## config.mk

```make
export PLATFORM = sky130hd
export DESIGN_NAME = spme_mode_entry
export DESIGN_NICKNAME = d
export VERILOG_FILES = /design/src/spme_pkg.sv /design/src/spme_mode_entry.sv
export SDC_FILE = /design/constraint.sdc
export NUM_CORES = 1
export LEC_CHECK = 0
export BUFFER_PORTS_ARGS = -buffer_cell sky130_fd_sc_hd__buf_2
export CAP_MARGIN = 10
export CORE_MARGIN = 4
export CORE_UTILIZATION = 41
export CTS_BUF_LIST = sky130_fd_sc_hd__clkbuf_8
export DETAILED_ROUTE_END_ITERATION = 7
export GPL_TIMING_DRIVEN = 0
export PLACE_DENSITY_LB_ADDON = 0.08
export SYNTH_ARGS = -nofsm -noshare
export SYNTH_HDL_FRONTEND = slang
export SYNTH_SLANG_ARGS = --single-unit
```

## constraint.sdc

```tcl
create_clock -name i_clk -period 1.03 [get_ports i_clk]
set_input_delay 0.103 -clock i_clk [delete_from_list [all_inputs] [get_ports i_clk]]
set_output_delay 0.103 -clock i_clk [all_outputs]
set_load 0.01 [all_outputs]
```

## src/spme_pkg.sv

```systemverilog
package spme_pkg;
    // number of port bits, the two serial pins included
    localparam int PORT_W = 8;
    // port0 bit positions shared with the serial link
    localparam int TX_BIT = 0;
    localparam int RX_BIT = 1;
    // level forced onto gated port inputs
    localparam logic [PORT_W-1:0] GATED_IN = 8'h00;
    // strap level that requests programming mode
    localparam logic STRAP_ON = 1'b1;
    // reset values
    localparam logic MODE_RESET = 1'b0;
    localparam logic EN_RESET = 1'b0;
    localparam logic SER_IDLE = 1'b1;
    // link defaults (shared with the far end)
    localparam int BAUD_DEFAULT = 9600;
    localparam int DATA_BITS = 8;
    localparam int STOP_BITS = 1;
    localparam logic [7:0] MATCH_BYTE = 8'h5a;

    // each decided mode is one bit away from the undecided state
    typedef enum logic [1:0] {
        SPME_RESET = 2'b00,
        SPME_RUN = 2'b01,
        SPME_PROG = 2'b10
    } spme_state_t;

    // one port bank seen from the core
    typedef struct packed {
        logic [PORT_W-1:0] out;
        logic [PORT_W-1:0] oe;
    } spme_port_drv_t;
endpackage : spme_pkg

```

## src/spme_mode_entry.sv

```systemverilog
`timescale 1ns/1ps
`default_nettype none
module spme_mode_entry (
    // clock, reset, enable
    input wire logic i_clk,
    input wire logic i_sys_rst,
    input wire logic i_ce,
    // mode straps
    input wire logic i_prog_strap,
    // port pins (bit 0 transmit, bit 1 select/receive)
    input wire logic [spme_pkg::PORT_W-1:0] i_port_pin,
    output logic [spme_pkg::PORT_W-1:0] o_port_out,
    output logic [spme_pkg::PORT_W-1:0] o_port_oe,
    // core side: port drive and sampled inputs
    input wire spme_pkg::spme_port_drv_t i_core_port,
    output logic [spme_pkg::PORT_W-1:0] o_core_port_in,
    // core side: serial link in programming mode
    input wire logic i_uart_txd,
    output logic o_uart_rxd,
    // port_input_enable_ctrl write from loaded program
    input wire logic i_in_en_wr,
    input wire logic i_in_en_data,
    // status
    output logic o_prog_mode,
    output logic o_in_enabled
);
    // mode group: undecided, run or programming
    spme_pkg::spme_state_t state_reg, state_next;

    // input enable group, the one bit the loaded program writes
    logic in_en_reg, in_en_next;

    // pin drive group, carried as one struct
    spme_pkg::spme_port_drv_t pin_reg, pin_next;

    // core view of the port pins
    logic [spme_pkg::PORT_W-1:0] cin_reg, cin_next;

    // serial receive towards the core
    logic rxd_reg, rxd_next;

    // decoded mode flags, shared by the enable, pin, core input and receive groups below
    logic prog_mode;
    logic run_mode;

    // mask of the two serial pins, used in several places
    function automatic logic [spme_pkg::PORT_W-1:0] ser_mask();
        logic [spme_pkg::PORT_W-1:0] m;
        m = '0;
        m[spme_pkg::TX_BIT] = 1'b1;
        m[spme_pkg::RX_BIT] = 1'b1;
        return m;
    endfunction : ser_mask

    // true when both straps ask for programming mode;
    // the select pin doubles as a strap only in the undecided state
    function automatic logic strap_match(
        input logic prog_strap,
        input logic select_pin
    );
        return (prog_strap == spme_pkg::STRAP_ON) && (select_pin == spme_pkg::STRAP_ON);
    endfunction : strap_match

    // port inputs as the core sees them in programming mode;
    // serial bits always read as the gated level there
    function automatic logic [spme_pkg::PORT_W-1:0] gate_inputs(
        input logic [spme_pkg::PORT_W-1:0] pins,
        input logic enabled
    );
        logic [spme_pkg::PORT_W-1:0] g;
        g = spme_pkg::GATED_IN;
        if (enabled) begin
            g = pins & ~ser_mask();
        end
        return g;
    endfunction : gate_inputs

    // mode flags from the state register
    assign prog_mode = (state_reg == spme_pkg::SPME_PROG);
    assign run_mode = (state_reg == spme_pkg::SPME_RUN);

    // mode decision taken on the first enabled edge after reset release;
    // the straps are only looked at in the undecided state, so later
    // traffic on the shared pin cannot change the mode
    always_comb begin
        state_next = state_reg;
        case (state_reg)
            spme_pkg::SPME_RESET: begin
                if (strap_match(i_prog_strap, i_port_pin[spme_pkg::RX_BIT])) begin
                    state_next = spme_pkg::SPME_PROG;
                end else begin
                    state_next = spme_pkg::SPME_RUN;
                end
            end
            spme_pkg::SPME_PROG: begin
                state_next = spme_pkg::SPME_PROG;
            end
            spme_pkg::SPME_RUN: begin
                state_next = spme_pkg::SPME_RUN;
            end
            default: begin
                // unused code: fall back to a fresh decision
                state_next = spme_pkg::SPME_RESET;
            end
        endcase
    end

    // mode register; only reset leaves a decided mode
    always_ff @(posedge i_clk) begin
        if (i_sys_rst) begin
            state_reg <= spme_pkg::SPME_RESET;
        end else if (i_ce) begin
            state_reg <= state_next;
        end
    end

    // input enable bit; writes outside programming mode are dropped
    // a refused write leaves no trace, so software reads the bit back
    always_comb begin
        in_en_next = in_en_reg;
        if (prog_mode && i_in_en_wr) begin
            in_en_next = i_in_en_data;
        end
    end

    // enable register, frozen with the rest while the enable is low
    always_ff @(posedge i_clk) begin
        if (i_sys_rst) begin
            in_en_reg <= spme_pkg::EN_RESET;
        end else if (i_ce) begin
            in_en_reg <= in_en_next;
        end
    end

    // pin drive; registered so data outputs come from flip-flops
    // transmit is driven before the enable bit, so the link works first
    always_comb begin
        pin_next = i_core_port;
        if (prog_mode) begin
            // non-serial pins float until the program enables them
            pin_next.oe = in_en_reg ? (i_core_port.oe & ~ser_mask()) : '0;
            pin_next.out = i_core_port.out & ~ser_mask();
            pin_next.out[spme_pkg::TX_BIT] = i_uart_txd;
            pin_next.oe[spme_pkg::TX_BIT] = 1'b1;
            pin_next.oe[spme_pkg::RX_BIT] = 1'b0;
        end else if (!run_mode) begin
            // undecided: all pins released
            pin_next = '0;
        end
    end

    // pin drive register; released while in reset
    // costs one cycle of latency on every port write
    always_ff @(posedge i_clk) begin
        if (i_sys_rst) begin
            pin_reg <= '0;
        end else if (i_ce) begin
            pin_reg <= pin_next;
        end
    end

    // core view of the pins; gating stops floating pins causing overlap current
    // undecided state shows the gated level rather than a half-sampled port
    always_comb begin
        cin_next = i_port_pin;
        if (prog_mode) begin
            cin_next = gate_inputs(i_port_pin, in_en_reg);
        end else if (!run_mode) begin
            cin_next = spme_pkg::GATED_IN;
        end
    end

    // core input register
    // one cycle behind the pins, as the core expects of a port read
    always_ff @(posedge i_clk) begin
        if (i_sys_rst) begin
            cin_reg <= spme_pkg::GATED_IN;
        end else if (i_ce) begin
            cin_reg <= cin_next;
        end
    end

    // receive line towards the core's serial unit;
    // idles high outside programming mode so no false start bit appears
    always_comb begin
        rxd_next = spme_pkg::SER_IDLE;
        if (prog_mode) begin
            rxd_next = i_port_pin[spme_pkg::RX_BIT];
        end
    end

    // receive register; bit timing is left to the core's serial unit
    // one cycle of delay is far below a bit time at the link rate
    always_ff @(posedge i_clk) begin
        if (i_sys_rst) begin
            rxd_reg <= spme_pkg::SER_IDLE;
        end else if (i_ce) begin
            rxd_reg <= rxd_next;
        end
    end

    // pin and enable outputs straight from registers, mode flag decoded from the state register
    assign o_port_out = pin_reg.out;
    assign o_port_oe = pin_reg.oe;
    assign o_core_port_in = cin_reg;
    assign o_uart_rxd = rxd_reg;
    assign o_prog_mode = prog_mode;
    assign o_in_enabled = in_en_reg;
endmodule : spme_mode_entry
`default_nettype wire

```

==> key figures <==
Placement
  – Post-detailed-placement half-perimeter wirelength: 1992 µm
  – Setup slack at placement: -0.09512 ns
  – Final weighted congestion in routability-driven placement: 0.8251
  – Number of I/O port buffers: 55
  – Placement-stage cell area: 1441 µm²

Final layout
  – Final Util: 65.13%
  – Layout filler cell count: 222
  – Number of nets in the layout: 208
  – Summed area of non-filler cells in the final layout: 1643 µm²
  – Area added between synthesis and finish: 47.86%
  – Fraction of layout cells with a size suffix above 1: 50.00%
  – Antenna diodes: 0

Logic synthesis
  – Top_reg_cell synth: sky130_fd_sc_hd__dfxtp_1
  – Synth Area per Inst: 9.746 µm²
  – Syn. warnings: 0
  – Seq cells post-synth: 28
  – Nets in the synthesized netlist: 145
  – Share of flip-flops with an asynchronous set or reset after synthesis: 0%
  – Post-synthesis cell count: 114
  – Distinct cells, synth: 22
  – Netlist area before placement: 1111 µm²
  – Share of synthesized area occupied by flip-flops and latches: 50.45%
  – Number of enable flip-flop cells after synthesis: 0

Worst setup path
  – Critical path start-end classification: flip-flop to output pin
  – R2R Path Start: state_reg[0]$_SDFFE_PP0P_
  – Endpoint required time on the critical path: 0.93 ns
  – Kind of launch point of the worst setup path: flip-flop
  – Worst setup EP type: output pin
  – Cell-by-cell trace of the critical path: and2b_2 > buf_6
  – Largest stage delay on the critical path: 0.40 ns
  – Critical path buffer and inverter count: 1
  – CP startpoint: state_reg[0]$_SDFFE_PP0P_
  – Standard cell with the maximum stage delay on the critical path: sky130_fd_sc_hd__dfxtp_4
  – Crit-path leading delay family: flip-flops
  – Data arrival, critical path: 1.05 ns
  – Worst Path Max Fanout: 8

Run status
  – Violations in the final reports: negative setup slack
  – Result of the run: complete, but fails checks

Floorplanning
  – Chip width: 60.06 µm
  – Total Die Area: 3607 µm²
  – Core area: 2522 µm²
  – Initial core utilization: 44.05%
  – IO Pins: 58
  – Row count: 18
  – Die Span Y: 60.06 µm

Route
  – Average detailed-routed wire length per instance: 13.68 µm
  – Iteration count of the initial detailed-routing pass: 4
  – Drc violations: 0
  – Routed wire length: 2819 µm
  – First DRT Iteration DRCs: 23
  – Via density: 5.034
  – Routed Antenna Nets: 0
  – Number of vias after detailed routing: 1037

CTS
  – Clock sink count: 28
  – Insertion delay of the later-clocked pin in the worst-skew pair: 0.26 ns
  – Number of buffers created by CTS: 3
  – CTS tree: yes
  – Maximum level of the CTS H-tree: 1
  – CTS Buffer Depth: 2
  – Clock root buffer master: sky130_fd_sc_hd__clkbuf_8
  – Worst-path clk slew: 0.09 ns

Timing
  – Slew HR: 67.26%
  – Number of failing hold endpoints at the final stage: 0
  – Setup repair after global routing missed its margin: true
  – Period minus WS final: 1.152 ns
  – Final worst-path cycle share: 111.8%
  – Least setup slack across all paths after layout: -0.1217 ns
  – Slew Viols, Final: 0
  – Achievable frequency: 0.8683 GHz
  – Worst-case clock skew: 0.001806 ns
  – Slew at the pin with the worst max-slew slack: 0.4911 ns
  – Number of setup violations in the final report: 16

Run
  – Max Cap Violations: 0

Pwr
  – PD cells: 1341 nW/µm²
  – Max rail drop VDD: 0.8326 mV
  – Standby leakage power: 0.7581 nW

Global route
  – Wire length of the first global-routing pass: 4098 µm
  – Initial antenna violation count: 0
  – Remaining global-route overflow: 0
  – Pin count of the biggest net entering global routing: 16
  – Vias in the first global route: 954
  – All-layer global routing usage: 14.86%

Min path
  – Hold path start: i_in_en_data
  – Worst Hold Class: input port to flip-flop
==> per-layer routing <==
metal | up-vias | global-route usage, % | wire length (µm)
met5 | - | 0 | 0
li1 | 513 | - | -
met3 | 2 | 4.104 | 236
met4 | 0 | 3.797 | 9
met2 | 36 | 25.46 | 1410
met1 | 486 | 18.21 | 1162
==> final timing paths <==
check                              endpoint  depth (start not counted)  slack (ns)
setup / recovery                o_prog_mode                          2       -0.12
hold / removal    o_in_enabled$_SDFFE_PP0P_                          3        0.08
setup reg to reg  o_port_oe[6]$_SDFFE_PP0P_                          4       -0.10
hold reg to reg   o_port_oe[1]$_SDFFE_PP0P_                          2        0.47
==> power breakdown <==
part           leakage, nW  internal (W)  switching [W]
Sequential           0.230       0.00113      0.0000299
Clock               0.0288      0.000341       0.000313
Combinational        0.500      0.000190       0.000203
Total                0.758       0.00166       0.000545
==> cell type report <==
class	count	area, µm²	area share (%)
clock buffer	4	55.05	3.351
multi-input combinational	77	608.1	37.01
timing repair buffer	59	329.1	20.03
buffer	8	45.04	2.742
sequential	28	568.0	34.58
tap	30	37.54	2.285
==> cells by family after synthesis <==
logic type	synth area share [%]
multiplexers	11.71
XOR/XNOR	1.464
flip-flops	50.45
AND/OR/NAND/NOR	20.83
buffers and inverters	4.729
AO/OA/AOI/OAI	10.81
==> Yosys cell counts (2+ instances only) <==
master	instances	area (µm²)
sky130_fd_sc_hd__buf_6	2	22.52
sky130_fd_sc_hd__a211oi_1	4	30.03
sky130_fd_sc_hd__a21oi_1	12	60.06
sky130_fd_sc_hd__buf_2	3	15.01
sky130_fd_sc_hd__nor2_2	3	18.77
sky130_fd_sc_hd__dfxtp_1	28	560.5
sky130_fd_sc_hd__nand2b_1	11	68.82
sky130_fd_sc_hd__nor2_1	13	48.80
sky130_fd_sc_hd__mux2i_1	13	130.1
sky130_fd_sc_hd__nand3_1	10	50.05
sky130_fd_sc_hd__clkbuf_1	4	15.01
==> cells in the final DEF, fill, tap and decap left out, types with 2 or more instances in the layout <==
| master | count |
|---|---|
| sky130_fd_sc_hd__a211oi_1 | 3 |
| sky130_fd_sc_hd__a21oi_1 | 10 |
| sky130_fd_sc_hd__and2b_2 | 2 |
| sky130_fd_sc_hd__buf_2 | 57 |
| sky130_fd_sc_hd__buf_4 | 3 |
| sky130_fd_sc_hd__clkbuf_1 | 4 |
| sky130_fd_sc_hd__clkbuf_8 | 4 |
| sky130_fd_sc_hd__dfxtp_1 | 26 |
| sky130_fd_sc_hd__dfxtp_4 | 2 |
| sky130_fd_sc_hd__mux2i_1 | 13 |
| sky130_fd_sc_hd__nand2b_1 | 10 |
| sky130_fd_sc_hd__nand3_1 | 9 |
| sky130_fd_sc_hd__nor2_1 | 6 |
| sky130_fd_sc_hd__nor2_4 | 10 |
==> timing repair <==
action	4_1_cts	5_1_grt
pin swaps	3	14
gates resized for setup	2	26
setup endpoints to repair	21	25
setup buffers	2	1
gates cloned	0	1
endpoints found under the hold margin	0	0
hold buffers	0	0
==> per-stage QoR <==
step / power [W] / setup TNS, ns / hold WS [ns] / cells
floorplan: 0.001369 / -0.1321 / 0.2469 / 114
global placement: 0.001491 / -0.9394 / 0.3389 / 199
detailed placement: 0.001500 / -1.311 / 0.3473 / 199
CTS: 0.002168 / -1.337 / 0.06321 / 205
global route: 0.002329 / -2.448 / 0.08525 / 206
finish: 0.002203 / -1.106 / 0.08293 / 206
==> worst min-delay path: stages <==
cell,delay [ns]
sky130_fd_sc_hd__buf_2,0.07
sky130_fd_sc_hd__mux2i_1,0.05
sky130_fd_sc_hd__nor2_1,0.08
No activity file was read; power rests on OpenSTA's default activity.
